### config.mk
export PLATFORM = sky130hd
export DESIGN_NAME = wake_pin_detector
export DESIGN_NICKNAME = d
export VERILOG_FILES = /design/src/rtl/wake_pkg.sv /design/src/rtl/wake_filter.sv /design/src/rtl/wake_pin_detector.sv /design/src/rtl/wake_sync.sv
export SDC_FILE = /design/constraint.sdc
export NUM_CORES = 1
export LEC_CHECK = 0
export BUFFER_PORTS_ARGS = -buffer_cell sky130_fd_sc_hd__buf_2
export CAP_MARGIN = 25
export CORE_AREA = 2 2 56 58
export DETAILED_ROUTE_END_ITERATION = 7
export DIE_AREA = 0 0 58 60
export GPL_TIMING_DRIVEN = 0
export PLACE_DENSITY = 0.62
export RECOVER_POWER = 50
export SYNTH_ARGS = -nofsm -noshare
export SYNTH_HDL_FRONTEND = slang
export SYNTH_SLANG_ARGS = --single-unit
### constraint.sdc
create_clock -name CLK -period 1.9 [get_ports CLK]
set_input_delay 0.19 -clock CLK [delete_from_list [all_inputs] [get_ports CLK]]
set_output_delay 0.19 -clock CLK [all_outputs]
set_load 0.05 [all_outputs]
### src/rtl/wake_pkg.sv
`default_nettype none
package wake_pkg;
	// Register port widths
	localparam int unsigned ADDR_W = 4;
	localparam int unsigned DATA_W = 8;

	// Register offsets
	localparam logic [3:0] CTRL_OFS   = 4'h0;
	localparam logic [3:0] STATUS_OFS = 4'h1;
	localparam logic [3:0] FLAGS_OFS  = 4'h2;
	localparam logic [3:0] MASK_OFS   = 4'h3;
	localparam logic [3:0] CAUSE_OFS  = 4'h4;

	// Field positions
	localparam int unsigned ENABLE_BIT = 0;
	localparam int unsigned LEVEL_BIT  = 0;
	localparam int unsigned RISE_BIT   = 0;
	localparam int unsigned FALL_BIT   = 1;

	// Reset values
	localparam logic       ENABLE_RST = 1'b0;
	localparam logic [1:0] FLAGS_RST  = 2'h0;
	localparam logic [1:0] MASK_RST   = 2'h0;
	localparam logic [1:0] CAUSE_RST  = 2'h0;

	// Timing: clock period and filter interval bounds in ns
	localparam int unsigned CLK_PERIOD_NS = 100;
	localparam int unsigned FILTER_MIN_NS = 10000;
	localparam int unsigned FILTER_MAX_NS = 25000;
	// Least time, rounded up to whole cycles
	localparam int unsigned FILTER_CYC    = (FILTER_MIN_NS + CLK_PERIOD_NS - 1) / CLK_PERIOD_NS;
	localparam int unsigned FILTER_CNT_W  = 7;
	// Cycles until the synchroniser holds a real pin sample
	localparam logic [1:0]  ARM_CYC       = 2'h3;

	// Chip operating modes
	typedef enum logic [2:0] {
		MODE_INIT,
		MODE_NORMAL,
		MODE_STOP,
		MODE_FLASH,
		MODE_SLEEP,
		MODE_FAILSAFE,
		MODE_RESTART
	} mode_e;
endpackage
`default_nettype wire

### src/rtl/wake_filter.sv
`default_nettype none
module wake_filter
	import wake_pkg::*;
(
	input  wire logic CLK,      // System clock
	input  wire logic RESET,    // Synchronous reset
	input  wire logic HOLD,     // Track pin without events
	input  wire logic SAMPLE,   // Synchronised pin level
	output var  logic LEVEL,    // Filtered level
	output var  logic RISE,     // Accepted low to high pulse
	output var  logic FALL      // Accepted high to low pulse
);
	logic [FILTER_CNT_W-1:0] count;
	logic [FILTER_CNT_W-1:0] next_count;
	logic [1:0]              arm;
	logic [1:0]              next_arm;
	logic                    level;
	logic                    next_level;
	logic                    rise;
	logic                    next_rise;
	logic                    fall;
	logic                    next_fall;

	// Count cycles the new level has stood; accept when full
	always_comb begin
		next_count = '0;
		next_arm   = arm;
		next_level = level;
		next_rise  = 1'b0;
		next_fall  = 1'b0;
		if (arm != ARM_CYC) begin
			next_arm   = arm + 2'h1;
			next_level = SAMPLE;
		end else if (HOLD) begin
			next_level = SAMPLE;
		end else if (SAMPLE != level) begin
			if (count == FILTER_CNT_W'(FILTER_CYC - 1)) begin // see (RULE2) (RULE12)
				next_level = SAMPLE;
				next_rise  = SAMPLE;                             // see (RULE1)
				next_fall  = !SAMPLE;                            // see (RULE1)
			end else begin
				next_count = count + FILTER_CNT_W'(1);
			end
		end
	end

	// Register filter state
	always_ff @(posedge CLK) begin
		if (RESET) begin
			count <= '0;
			arm   <= 2'h0;
			level <= 1'b0;
			rise  <= 1'b0;
			fall  <= 1'b0;
		end else begin
			count <= next_count;
			arm   <= next_arm;
			level <= next_level;
			rise  <= next_rise;
			fall  <= next_fall;
		end
	end

	assign LEVEL = level;
	assign RISE  = rise;
	assign FALL  = fall;
endmodule
`default_nettype wire

### src/rtl/wake_pin_detector.sv
// How it works
// (RULE1) Both rising and falling accepted changes of the wake input count as wake events.
// (RULE2) A change is accepted only after it stands through the whole filter interval.
// (RULE3) Software sets or clears wake_input_enable in the control register.
// (RULE4) While the supply is off, wake input activity is ignored entirely.
// (RULE5) In Normal, Stop and flash modes status shows filtered wake_level_flag.
// (RULE6) With enable set, any accepted change requests leaving Sleep.
// (RULE7) In Fail-Safe, any accepted change always requests Restart.
// (RULE8) Active modes with enable set raise direction flags and an unmasked interrupt.
// (RULE9) Separate mask bits for low-to-high and high-to-low interrupts.
// (RULE10) Any flag still set in Sleep requests leaving Sleep at once.
// (RULE11) Software should clear both flags before commanding Sleep.
// (RULE12) Pin is synchronised, then must sample stably for the full interval.
//
// Chosen here: the address-and-strobe port and the register offsets.
`default_nettype none
module wake_pin_detector
	import wake_pkg::*;
(
	input  wire logic              CLK,          // 10 MHz system clock
	input  wire logic              RESET,        // Synchronous reset, high
	input  wire logic              WAKE_PIN,     // External wake input
	input  wire logic              SUPPLY_OFF,   // Supply below operating level
	input  wire mode_e             SBC_MODE,     // Current chip mode
	input  wire logic [ADDR_W-1:0] ADDR,         // Register address
	input  wire logic [DATA_W-1:0] WDATA,        // Write data
	input  wire logic              WR,           // Write strobe
	input  wire logic              RD,           // Read strobe
	output var  logic [DATA_W-1:0] RDATA,        // Read data, cycle after RD
	output var  logic              IRQ,          // Interrupt level
	output var  logic              WAKE_REQ,     // Request to leave Sleep
	output var  logic              RESTART_REQ   // Pulse: go to Restart
);
	// Filtered pin signals
	logic       pin_sync;
	logic       wake_level;
	logic       rise_ev;
	logic       fall_ev;
	logic       any_ev;

	// Register state
	logic       wake_input_enable;
	logic       next_wake_input_enable;
	logic [1:0] flags;
	logic [1:0] next_flags;
	logic [1:0] mask;
	logic [1:0] next_mask;
	logic [1:0] cause;
	logic [1:0] next_cause;

	// Output state
	logic              irq;
	logic              next_irq;
	logic              wake_req;
	logic              next_wake_req;
	logic              restart_req;
	logic              next_restart_req;
	logic [DATA_W-1:0] rdata;
	logic [DATA_W-1:0] next_rdata;

	// Decoded strobes and qualifiers
	logic       wr_ctrl;
	logic       wr_flags;
	logic       wr_mask;
	logic [1:0] flag_set;
	logic [1:0] flag_clr;
	logic       in_sleep;
	logic       in_failsafe;
	logic       sleep_wake;
	logic       fs_wake;

	// True in the modes where the status level bit and flag setting are live
	function automatic logic mode_active(input mode_e m);
		logic r;
		r = 1'b0;
		unique case (m)
			MODE_NORMAL,
			MODE_STOP,
			MODE_FLASH: begin
				r = 1'b1;
			end
			MODE_INIT,
			MODE_SLEEP,
			MODE_FAILSAFE,
			MODE_RESTART: begin
				r = 1'b0;
			end
			default: begin
				r = 1'b0;
			end
		endcase
		return r;
	endfunction

	// True when a write strobe hits the given offset
	function automatic logic wr_hit(input logic we, input logic [ADDR_W-1:0] a,
	                                input logic [ADDR_W-1:0] ofs);
		return we && (a == ofs);
	endfunction

	// Bring the pin into the clock domain
	wake_sync u_sync (
		.CLK    (CLK),
		.RESET  (RESET),
		.PIN    (WAKE_PIN),
		.SYNCED (pin_sync)
	);

	// Glitch filter; held while the supply is off so nothing is seen
	wake_filter u_filter (
		.CLK    (CLK),
		.RESET  (RESET),
		.HOLD   (SUPPLY_OFF),  // see (RULE4)
		.SAMPLE (pin_sync),
		.LEVEL  (wake_level),
		.RISE   (rise_ev),
		.FALL   (fall_ev)
	);

	// Either direction is a wake event
	assign any_ev = rise_ev || fall_ev;  // see (RULE1)

	// Decode register writes
	always_comb begin
		wr_ctrl  = wr_hit(WR, ADDR, CTRL_OFS);
		wr_flags = wr_hit(WR, ADDR, FLAGS_OFS);
		wr_mask  = wr_hit(WR, ADDR, MASK_OFS);
	end

	// Mode qualifiers
	always_comb begin
		in_sleep    = (SBC_MODE == MODE_SLEEP) && !SUPPLY_OFF;     // see (RULE4)
		in_failsafe = (SBC_MODE == MODE_FAILSAFE) && !SUPPLY_OFF;  // see (RULE4)
	end

	// Control register: wake input enable
	always_comb begin
		next_wake_input_enable = wake_input_enable;
		if (wr_ctrl) begin
			next_wake_input_enable = WDATA[ENABLE_BIT];  // see (RULE3)
		end
	end

	always_ff @(posedge CLK) begin
		if (RESET) begin
			wake_input_enable <= ENABLE_RST;
		end else begin
			wake_input_enable <= next_wake_input_enable;
		end
	end

	// Mask register: one bit per direction, one masks
	always_comb begin
		next_mask = mask;
		if (wr_mask) begin
			next_mask[RISE_BIT] = WDATA[RISE_BIT];  // see (RULE9)
			next_mask[FALL_BIT] = WDATA[FALL_BIT];  // see (RULE9)
		end
	end

	always_ff @(posedge CLK) begin
		if (RESET) begin
			mask <= MASK_RST;
		end else begin
			mask <= next_mask;
		end
	end

	// Direction flags: set in active modes, write one to clear, set wins
	always_comb begin
		flag_set = 2'h0;
		flag_clr = 2'h0;
		if (wake_input_enable && mode_active(SBC_MODE) && !SUPPLY_OFF) begin  // see (RULE8) (RULE4)
			flag_set[RISE_BIT] = rise_ev;
			flag_set[FALL_BIT] = fall_ev;
		end
		if (wr_flags) begin
			flag_clr = WDATA[1:0];
		end
		next_flags = (flags & ~flag_clr) | flag_set;
	end

	always_ff @(posedge CLK) begin
		if (RESET) begin
			flags <= FLAGS_RST;
		end else begin
			flags <= next_flags;
		end
	end

	// Wake conditions out of Sleep and Fail-Safe
	always_comb begin
		sleep_wake = in_sleep && wake_input_enable && any_ev;  // see (RULE6)
		fs_wake    = in_failsafe && any_ev;                    // see (RULE7)
	end

	// Leave Sleep on a fresh event or on any flag still pending
	always_comb begin
		next_wake_req = 1'b0;
		if (in_sleep) begin
			next_wake_req = sleep_wake || (flags != 2'h0);  // see (RULE6) (RULE10)
		end
	end

	always_ff @(posedge CLK) begin
		if (RESET) begin
			wake_req <= 1'b0;
		end else begin
			wake_req <= next_wake_req;
		end
	end

	// One pulse toward Restart per accepted change in Fail-Safe
	always_comb begin
		next_restart_req = fs_wake;  // see (RULE7)
	end

	always_ff @(posedge CLK) begin
		if (RESET) begin
			restart_req <= 1'b0;
		end else begin
			restart_req <= next_restart_req;
		end
	end

	// Remember which direction last woke the chip
	always_comb begin
		next_cause = cause;
		if (sleep_wake || fs_wake) begin
			next_cause[RISE_BIT] = rise_ev;
			next_cause[FALL_BIT] = fall_ev;
		end
	end

	always_ff @(posedge CLK) begin
		if (RESET) begin
			cause <= CAUSE_RST;
		end else begin
			cause <= next_cause;
		end
	end

	// Interrupt: any unmasked flag, from next state so it tracks flags
	always_comb begin
		next_irq = (next_flags & ~next_mask) != 2'h0;  // see (RULE8) (RULE9)
	end

	always_ff @(posedge CLK) begin
		if (RESET) begin
			irq <= 1'b0;
		end else begin
			irq <= next_irq;
		end
	end

	// Read data: valid only the cycle after RD, zero otherwise
	always_comb begin
		next_rdata = '0;
		if (RD) begin
			unique case (ADDR)
				CTRL_OFS: begin
					next_rdata[ENABLE_BIT] = wake_input_enable;
				end
				STATUS_OFS: begin
					next_rdata[LEVEL_BIT] = wake_level && mode_active(SBC_MODE);  // see (RULE5)
				end
				FLAGS_OFS: begin
					next_rdata[1:0] = flags;
				end
				MASK_OFS: begin
					next_rdata[1:0] = mask;
				end
				CAUSE_OFS: begin
					next_rdata[1:0] = cause;
				end
				default: begin
					next_rdata = '0;
				end
			endcase
		end
	end

	always_ff @(posedge CLK) begin
		if (RESET) begin
			rdata <= '0;
		end else begin
			rdata <= next_rdata;
		end
	end

	// Drive outputs from flops
	assign RDATA       = rdata;
	assign IRQ         = irq;
	assign WAKE_REQ    = wake_req;
	assign RESTART_REQ = restart_req;
endmodule
`default_nettype wire

### src/rtl/wake_sync.sv
`default_nettype none
module wake_sync
	import wake_pkg::*;
(
	input  wire logic CLK,      // System clock
	input  wire logic RESET,    // Synchronous reset
	input  wire logic PIN,      // Asynchronous pin level
	output var  logic SYNCED    // Level after two flops
);
	logic stage1;
	logic stage2;
	logic next_stage1;
	logic next_stage2;

	// Shift the pin through two flops
	always_comb begin
		next_stage1 = PIN;
		next_stage2 = stage1;
	end

	// Register the chain
	always_ff @(posedge CLK) begin
		if (RESET) begin
			stage1 <= 1'b0;
			stage2 <= 1'b0;
		end else begin
			stage1 <= next_stage1;
			stage2 <= next_stage2;
		end
	end

	assign SYNCED = stage2;
endmodule
`default_nettype wire
==> results.md, run 1 <==
| Step | Quantity | This run |
| --- | --- | --- |
| run status | Status | complete, no violations |
| layout | Total inserted antenna cells | 0 |
| setup path | Required arrival time at the worst endpoint | 2.10 ns |
| placed design | RD Place Congestion | 0.8171 |
| clock tree | TritonCTS clock tree | done |
| min path | Class of the most critical hold timing path | input pin to flip-flop |
| global route | Antenna violations before repair | 0 |
| synthesis | Mean post-synth cell area | 9.575 µm² |
| job | Max-cap check violation count | 0 |
| pwr | Power after layout | 1.049 mW |
| detailed routing | Detailed-route via count | 887 |
| floorplanning | Io pins | 32 |
| timing | Setup TNS after final layout | 0 ns |
| pwr | Fraction of power spent switching nets | 22.26% |
| pwr | Leak pwr | 0.5660 nW |
| timing | Hold slack | 0.06781 ns |
| setup path | CP endpoint kind | flip-flop |
| pwr | Highest ir drop seen on vdd | 0.5136 mV |
| setup path | Arrival time of data at the critical path endpoint | 1.73 ns |
| setup path | Type of the worst setup path | flip-flop to flip-flop |
| layout | Share of final-layout standard cells stronger than drive strength 1 | 18.62% |
| global route | Gr ovfl total | 0 |
| layout | Most frequent standard cell in the layout excluding fill and tap cells | dfxtp_1 |
| timing | Fmax achieved | 0.6548 GHz |
| layout | Final instance area | 1326 µm² |
| global route | Aggregate global-route resource usage | 12.72% |
| setup path | Worst reg2reg path endpoint | u_filter.LEVEL |
| timing | Final critical path time including I/O delays and setup | 1.527 ns |
| pwr | Comb pwr share | 10.6% |
| pwr | Sequential fraction of design power | 54.0% |
| detailed routing | Antenna Violating Nets Remaining | 0 |
| detailed routing | Mean number of vias per cell | 4.983 |
| layout | Relative area change from synthesis to final layout | 17.39% |
| timing | Final setup violation count | 0 |
| global route | Number of global-route vias before repair | 813 |
| clock tree | Clk slew on worst S/H paths | 0.14 ns |
| floorplanning | Core area | 2903 µm² |
| global route | First-pass GRT wire length | 3353 µm |
| setup path | Max FO, Critical Path | 3 |
| layout | Commonest non-fill, non-tap cells in the layout | dfxtp_1 (26), nor2_1 (23), buf_2 (14), mux2i_1 (10) |
| clock tree | TritonCTS sink count | 26 |
| global route | Largest net degree at the start of global routing | 16 |
| clock tree | H-tree levels | 1 |
| synthesis | Count of synthesis-stage warnings from yosys | 0 |
| timing | Worst setup skew after layout | 0.005762 ns |
| timing | Final Max Slew Viols | 0 |
| setup path | R2R setup slack | 0.37 ns |
| placed design | Port Buffer Count | 18 |
| timing | Tightest slew margin relative to the limit | 61.00% |
| pwr | Areal power density over the cells | 791.1 nW/µm² |
| clock tree | Max Buffers Root-to-Sink | 2 |
| placed design | Number of cells in the design after placement | 174 |
| pwr | Share of power burned in the clock network | 35.4% |
| setup path | Cell count of the worst reg-to-reg path | 5 |
| clock tree | Number of resized instances in the post-cts repair step | 0 |
| layout | Net count of the finished layout | 169 |
| clock tree | Clock Root Buffer | clkbuf_4 |
| synthesis | Number of register bits inferred by synthesis | 26 |
| floorplanning | Die Wd | 58 µm |
| placed design | Worst-case setup slack after placement | 0.3805 ns |
| detailed routing | Drt pass-1 iters | 4 |
| setup path | Startpoint types | flip-flop |
| timing | Period Utilization, post-route | 80.38% |
| timing | Slack of the critical path | 0.3727 ns |
| detailed routing | DR WL/cell | 11.16 µm |
| clock tree | Total clock buffers created by CTS | 3 |
| layout | End-of-flow core utilization | 45.69% |
| floorplanning | Std cell rows | 20 |
| placed design | Detailed placer's ending HPWL | 1589 µm |
| placed design | Placed Instance Area | 1280 µm² |
| detailed routing | Final routed DRC violation total | 0 |
| detailed routing | Overall routed net length | 1987 µm |
| timing | Final Hold Violating Endpoints | 0 |
| timing | Worst Tran Pin Value | 0.5875 ns |
| synthesis | Gate count after technology mapping | 118 |
| floorplanning | Die Y | 60 µm |
| setup path | Worst setup path endpoint | u_filter.LEVEL |
| clock tree | Post-CTS setup buffers | 0 |
| floorplanning | DIE AREA | 3480 µm² |
| clock tree | Number of hold buffers added after CTS | 0 |
| setup path | Crit. Startpoint | u_filter.count[0] |
| floorplanning | Initial standard-cell utilization of the core | 38.92% |
| timing | RSZ-0062 raised after global routing | false |
| synthesis | Cell area after synthesis | 1130 µm² |
| clock tree | Clock latency reported for the late side of the worst-skew pair | 0.31 ns |
| synthesis | Sequential cell area fraction in the yosys report | 46.07% |
| pwr | Power dissipated by switching net loads | 233.5 µW |
| layout | Final non-filler cell total | 178 |
| setup path | RR Startpoint | u_filter.count[0] |
| detailed routing | Number of DRC violations after detailed-routing iteration 0 | 41 |
| pwr | Internal power consumption | 815.7 µW |
| synthesis | Netlist cell types | 31 |
[cell usage after synthesis]
cell type	n	share of area [%]
inv_1	3	1.0
dfxtp_1	26	46
nor4b_1	1	0.78
conb_1	1	0.33
nand3b_1	2	1.3
buf_6	1	1.0
and3_1	2	1.1
nor2_1	23	7.6
nor4_1	1	0.55
and4bb_1	1	1.1
nor2b_1	3	1.7
clkbuf_1	1	0.33
or4_1	1	0.66
ha_1	2	2.2
a32o_1	1	0.89
buf_4	6	4.0
a31oi_1	1	0.55
and4bb_2	2	2.2
nor3_1	2	0.89
nand2_1	4	1.3
xnor2_1	3	2.3
xor2_1	4	3.1
nand3_1	5	2.2
a21oi_1	2	0.89
nand4b_1	2	1.6
o311ai_0	1	0.78
nor3b_1	3	2.0
a32o_2	1	1.0
o21ai_0	2	0.89
mux2i_1	10	8.9
a22o_1	1	0.78
[registers in the layout, summed over array words and instances (netlist names)]
| name | count |
|---|---|
| flags | 2 |
| u_sync.SYNCED | 1 |
| u_filter.arm | 2 |
| cause | 2 |
| RDATA | 2 |
| u_filter.LEVEL | 1 |
| u_filter.FALL | 1 |
| RESTART_REQ | 1 |
| IRQ | 1 |
| u_filter.count | 7 |
| wake_input_enable | 1 |
| WAKE_REQ | 1 |
| mask | 2 |
| u_filter.RISE | 1 |
| u_sync.next_stage2 | 1 |
[area by class of cell]
class | instances | area, µm²
Timing Repair Buffer | 18 | 85.08
Sequential cell | 26 | 520.5
Fill cell | 294 | 1577
Tap cell | 33 | 41.29
Buffer | 8 | 60.06
Clock buffer | 3 | 22.52
Inverter | 3 | 11.26
Clock inverter | 1 | 30.03
Multi-Input combinational cell | 86 | 555.5
[logic make-up (layout without fill, tap and decap cells)]
group | after synthesis | count (layout) | share of synthesized area, %
mux | 10 | 10 | 8.860
fa+ha+maj | 2 | 2 | 2.214
compound gates | 9 | 9 | 5.759
other cells | 1 | 6 | 0.3319
simple gates | 52 | 52 | 25.03
xor+xnor | 7 | 7 | 5.426
buf+inv | 11 | 33 | 6.312
flops | 26 | 26 | 46.07
[layer usage]
layer	wire length, µm	GRT usage [%]
met5	0	0
met4	17	5.980
met3	115	2.597
met2	945	22.40
met1	909	14.76
[power groups by stage]
stage / Clock, mW / Combinational (mW) / Sequential [mW]
after floorplan: 0 / 0.0822 / 0.577
after global placement: 0 / 0.108 / 0.578
after detailed placement: 0 / 0.112 / 0.579
after CTS: 0.384 / 0.112 / 0.567
after global routing: 0.409 / 0.125 / 0.568
final: 0.372 / 0.111 / 0.567
[worst min path at each step]
stage | startpoint | endpoint | slack, ns | depth (start not counted)
floorplan | RESET | u_sync.SYNCED | 0.26 | 1
global placement | ADDR[3] | RDATA[1] | 0.40 | 2
detailed placement | ADDR[3] | RDATA[1] | 0.41 | 2
CTS | ADDR[3] | RDATA[1] | 0.06 | 2
global route | ADDR[3] | RDATA[1] | 0.05 | 2
finish | ADDR[3] | RDATA[1] | 0.07 | 2
[worst max-delay path: stages (launching register included)]
cell      delay (ns)
dfxtp_1         0.38
ha_1            0.21
nand4b_1        0.15
o311ai_0        0.40
mux2i_1         0.23
nor2_1          0.05
Power figures use the tool's default switching activity.
==> run 2, diff against run 1 <==
--- a/config.mk
+++ b/config.mk
@@ -5,13 +5,14 @@
 export SDC_FILE = /design/constraint.sdc
 export NUM_CORES = 1
 export LEC_CHECK = 0
+export ABC_AREA = 1
 export BUFFER_PORTS_ARGS = -buffer_cell sky130_fd_sc_hd__buf_2
 export CAP_MARGIN = 25
-export CORE_AREA = 2 2 56 58
+export CORE_AREA = 2 2 59 61
 export DETAILED_ROUTE_END_ITERATION = 7
-export DIE_AREA = 0 0 58 60
+export DIE_AREA = 0 0 61 63
 export GPL_TIMING_DRIVEN = 0
-export PLACE_DENSITY = 0.62
+export PLACE_DENSITY = 0.61
 export RECOVER_POWER = 50
 export SYNTH_ARGS = -nofsm -noshare
 export SYNTH_HDL_FRONTEND = slang
==> constraint.sdc (replaced) <==
create_clock -name CLK -period 1.5 [get_ports CLK]
set_input_delay 0.15 -clock CLK [delete_from_list [all_inputs] [get_ports CLK]]
set_output_delay 0.15 -clock CLK [all_outputs]
set_load 0.05 [all_outputs]
==> run 2 against run 1 <==
  * Critical path depth is 1 higher
  * Total power is 12% higher
  * Via count is 16% higher
  * Count of clock-buffer cells in the layout stayed put
  * Flip-flop and latch count stayed put
  * Cell count is 36% higher
  * Clock power is 25% lower
  * Clock skew is 0.00098 ns lower
  * Register-to-register slack worse by 0.18 ns
  * Die area is 10% higher
  * Wire length is 10% higher
  * Non-clock buffer count stayed put
  * Critical path type unchanged
==> results.md, run 2 <==
| Step | Quantity | This run | vs previous |
| --- | --- | --- | --- |
| layout | Net count of the finished layout | 221 | was 169 |
| detailed routing | Final routed DRC violation total | 0 | unchanged |
| job | Max-cap check violation count | 0 | unchanged |
| layout | Relative area change from synthesis to final layout | 15.29% | was 17.39% |
| clock tree | H-tree levels | 1 | unchanged |
| detailed routing | Mean number of vias per cell | 4.264 | was 4.983 |
| min path | Class of the most critical hold timing path | input pin to flip-flop | unchanged |
| synthesis | Gate count after technology mapping | 169 | was 118 |
| pwr | Power dissipated by switching net loads | 305.3 µW | was 233.5 µW |
| timing | Worst setup skew after layout | 0.004786 ns | was 0.005762 ns |
| synthesis | Number of synthesized flops with an enable pin | 0 | unchanged |
| clock tree | Post-CTS setup buffers | 0 | unchanged |
| layout | End-of-flow core utilization | 44.37% | was 45.69% |
| clock tree | Clock Root Buffer | clkbuf_4 | unchanged |
| layout | Final non-filler cell total | 242 | was 178 |
| timing | Final Max Slew Viols | 0 | unchanged |
| synthesis | Share of synthesized cell area in and, or, nand and nor gates | 36.92% | was 25.03% |
| pwr | Fraction of power spent switching nets | 26.09% | was 22.26% |
| synthesis | Combinational family with the most area after synthesis | simple AND/OR/NAND/NOR gates | unchanged |
| pwr | Power after layout | 1.170 mW | was 1.049 mW |
| timing | Fmax achieved | 0.7676 GHz | was 0.6548 GHz |
| layout | Register with the most flip-flops | u_filter.count | unchanged |
| detailed routing | Number of DRC violations after detailed-routing iteration 0 | 50 | was 41 |
| placed design | Number of cells in the design after placement | 239 | was 174 |
| synthesis | Arithmetic-cell share of the synthesized area counting full adders, half adders and majority gates | 2.012% | was 2.215% |
| floorplanning | Core area | 3232 µm² | was 2903 µm² |
| synthesis | Post-synth top cells | nand2_1 (30), dfxtp_1 (26), nor2_1 (25) | was dfxtp_1 (26), nor2_1 (23), mux2i_1 (10) |
| global route | Aggregate global-route resource usage | 12.61% | was 12.72% |
| timing | Final Hold Violating Endpoints | 0 | unchanged |
| setup path | Max FO, Critical Path | 7 | was 3 |
| pwr | Share of power burned in the clock network | 23.7% | was 35.4% |
| detailed routing | Overall routed net length | 2195 µm | was 1987 µm |
| synthesis | Async S/R FF share, synth | 0% | unchanged |
| setup path | CP endpoint kind | flip-flop | unchanged |
| synthesis | Leading cell types by total area after synthesis | dfxtp_1 (42%), nand2_1 (9.1%), nor2_1 (7.5%), inv_1 (6.9%), nand3_1 (5.6%) | was dfxtp_1 (46%), mux2i_1 (8.9%), nor2_1 (7.6%), buf_4 (4.0%), xor2_1 (3.1%) |
| layout | Final instance area | 1434 µm² | was 1326 µm² |
| floorplanning | Io pins | 32 | unchanged |
| global route | Antenna violations before repair | 0 | unchanged |
| placed design | Placed Instance Area | 1415 µm² | was 1280 µm² |
| synthesis | Mean post-synth cell area | 7.359 µm² | was 9.575 µm² |
| layout | Commonest non-fill, non-tap cells in the layout | nand2_1 (30), dfxtp_1 (26), nor2_1 (25), inv_1 (23), buf_2 (17) | was dfxtp_1 (26), nor2_1 (23), buf_2 (14), mux2i_1 (10) |
| synthesis | Most frequent cell after synthesis | nand2_1 | was dfxtp_1 |
| synthesis | Main synth FF type | dfxtp_1 | unchanged |
| clock tree | Max Buffers Root-to-Sink | 2 | unchanged |
| floorplanning | Die Y | 63 µm | was 60 µm |
| timing | Period Utilization, post-route | 86.85% | was 80.38% |
| detailed routing | Antenna Violating Nets Remaining | 0 | unchanged |
| global route | First-pass GRT wire length | 3753 µm | was 3353 µm |
| timing | Worst Tran Pin Value | 0.5866 ns | was 0.5875 ns |
| setup path | Type of the worst setup path | flip-flop to flip-flop | unchanged |
| layout | Most frequent standard cell in the layout excluding fill and tap cells | nand2_1 | was dfxtp_1 |
| synthesis | Synth Area in Compound Gates | 6.640% | was 5.759% |
| clock tree | Number of hold buffers added after CTS | 0 | unchanged |
| floorplanning | Die Wd | 61 µm | was 58 µm |
| timing | Final critical path time including I/O delays and setup | 1.303 ns | was 1.527 ns |
| global route | Number of global-route vias before repair | 920 | was 813 |
| global route | Gr ovfl total | 0 | unchanged |
| placed design | Port Buffer Count | 19 | was 18 |
| synthesis | Netlist cell types | 26 | was 31 |
| pwr | Internal power consumption | 864.9 µW | was 815.7 µW |
| clock tree | TritonCTS clock tree | done | unchanged |
| run status | Status | complete, no violations | unchanged |
| placed design | Detailed placer's ending HPWL | 1762 µm | was 1589 µm |
| floorplanning | DIE AREA | 3843 µm² | was 3480 µm² |
| timing | Setup TNS after final layout | 0 ns | unchanged |
| detailed routing | DR WL/cell | 9.070 µm | was 11.16 µm |
| synthesis | Yosys top cell area share | 41.85% | was 46.07% |
| pwr | Sequential fraction of design power | 62.1% | was 54.0% |
| clock tree | Clock latency reported for the late side of the worst-skew pair | 0.30 ns | was 0.31 ns |
| synthesis | Area share of xor/xnor cells in the synthesized design | 0.7042% | was 5.426% |
| timing | RSZ-0062 raised after global routing | false | unchanged |
| pwr | Highest ir drop seen on vdd | 0.4334 mV | was 0.5136 mV |
| setup path | Required arrival time at the worst endpoint | 1.71 ns | was 2.10 ns |
| setup path | Arrival time of data at the critical path endpoint | 1.51 ns | was 1.73 ns |
| pwr | Leak pwr | 0.6765 nW | was 0.5660 nW |
| global route | Largest net degree at the start of global routing | 14 | was 16 |
| synthesis | Sequential cell area fraction in the yosys report | 41.85% | was 46.07% |
| clock tree | TritonCTS sink count | 26 | unchanged |
| detailed routing | Detailed-route via count | 1,032 | was 887 |
| layout | Number of flip-flops under the largest register name | 7 | unchanged |
| floorplanning | Std cell rows | 21 | was 20 |
| synthesis | Count of synthesis-stage warnings from yosys | 0 | unchanged |
| clock tree | Number of resized instances in the post-cts repair step | 0 | unchanged |
| setup path | Startpoint types | flip-flop | unchanged |
| clock tree | Clk slew on worst S/H paths | 0.13 ns | was 0.14 ns |
| layout | Share of final-layout standard cells stronger than drive strength 1 | 21.43% | was 18.62% |
| pwr | Comb pwr share | 14.1% | was 10.6% |
| layout | Total inserted antenna cells | 0 | unchanged |
| synthesis | Number of register bits inferred by synthesis | 26 | unchanged |
| floorplanning | Initial standard-cell utilization of the core | 38.48% | was 38.92% |
| detailed routing | Drt pass-1 iters | 6 | was 4 |
| clock tree | Total clock buffers created by CTS | 3 | unchanged |
| synthesis | Cell type contributing the most total cell area after synthesis | dfxtp_1 | unchanged |
| placed design | RD Place Congestion | 0.8099 | was 0.8171 |
| synthesis | Fraction of synthesized area in multiplexers | 0% | was 8.859% |
| timing | Final setup violation count | 0 | unchanged |
| synthesis | Cell area after synthesis | 1244 µm² | was 1130 µm² |
| timing | Tightest slew margin relative to the limit | 61.06% | was 61.00% |
| pwr | Areal power density over the cells | 816.1 nW/µm² | was 791.1 nW/µm² |
[run 2: changes by cell type in the layout (fill, tap and decap cells not counted), sizes merged, moves of 4 or more]
cell	previous run	this run
nand3	5	14
nand2	4	34
nor2	23	27
mux2i	10	0
inv	3	25
a21oi	2	9
nand4	0	5
[run 2: power by group through the flow]
stage	clock [mW]	sequential (mW)	combinational [mW]
after global placement	0	0.741	0.164
after CTS	0.297	0.728	0.167
after global routing	0.321	0.731	0.189
final	0.278	0.727	0.165
after detailed placement	0	0.742	0.167
after floorplan	0	0.739	0.122
[run 2: kinds of logic after synthesis]
family	Yosys count
AND/OR/NAND/NOR	92
buffers and inverters	32
flip-flops	26
AO/OA/AOI/OAI	15
adder cells (fa/ha/maj)	2
XOR/XNOR	1
other	1
[run 2: layout make-up]
cell class | instances | area [µm²]
buffer | 7 | 48.80
clock buffer | 3 | 22.52
fill | 355 | 1798
inverter | 25 | 93.84
multi-input combinational | 116 | 598.1
sequential | 26 | 520.5
tap | 46 | 57.56
timing repair buffer | 19 | 92.59
[run 2: worst max-delay path: stages (launching register included)]
cell and delay, ns:
dfxtp_1 0.37, ha_1 0.19, nand2_1 0.08, nor2_1 0.15
nand3_1 0.18, nand2_4 0.17, nor3_2 0.06
[run 2: stage by stage]
step           setup slack, ns  hold WS (ns)
2_1_floorplan           0.3518        0.2570
3_3_place_gp            0.2399        0.3489
3_5_place_dp            0.2198        0.3582
4_1_cts                 0.1863       0.02140
5_1_grt                0.07381       0.04108
6_report                0.1973       0.03328
[run 2: per-layer routing]
layer,up-vias,track usage [%],share of wire [%]
met5,-,0,0
met4,0,4.891,0.91
met3,2,1.863,3.9
met2,19,19.09,43
met1,433,17.73,52
li1,578,-,-
[run 2: worst paths after layout]
path	start	end	slack, ns	cells past startpoint
max	u_filter.count[0]	u_filter.count[6]	0.20	6
min	WAKE_PIN	u_sync.next_stage2	0.03	3
max reg2reg	u_filter.count[0]	u_filter.count[6]	0.20	6
min reg2reg	u_sync.next_stage2	u_sync.SYNCED	0.41	2
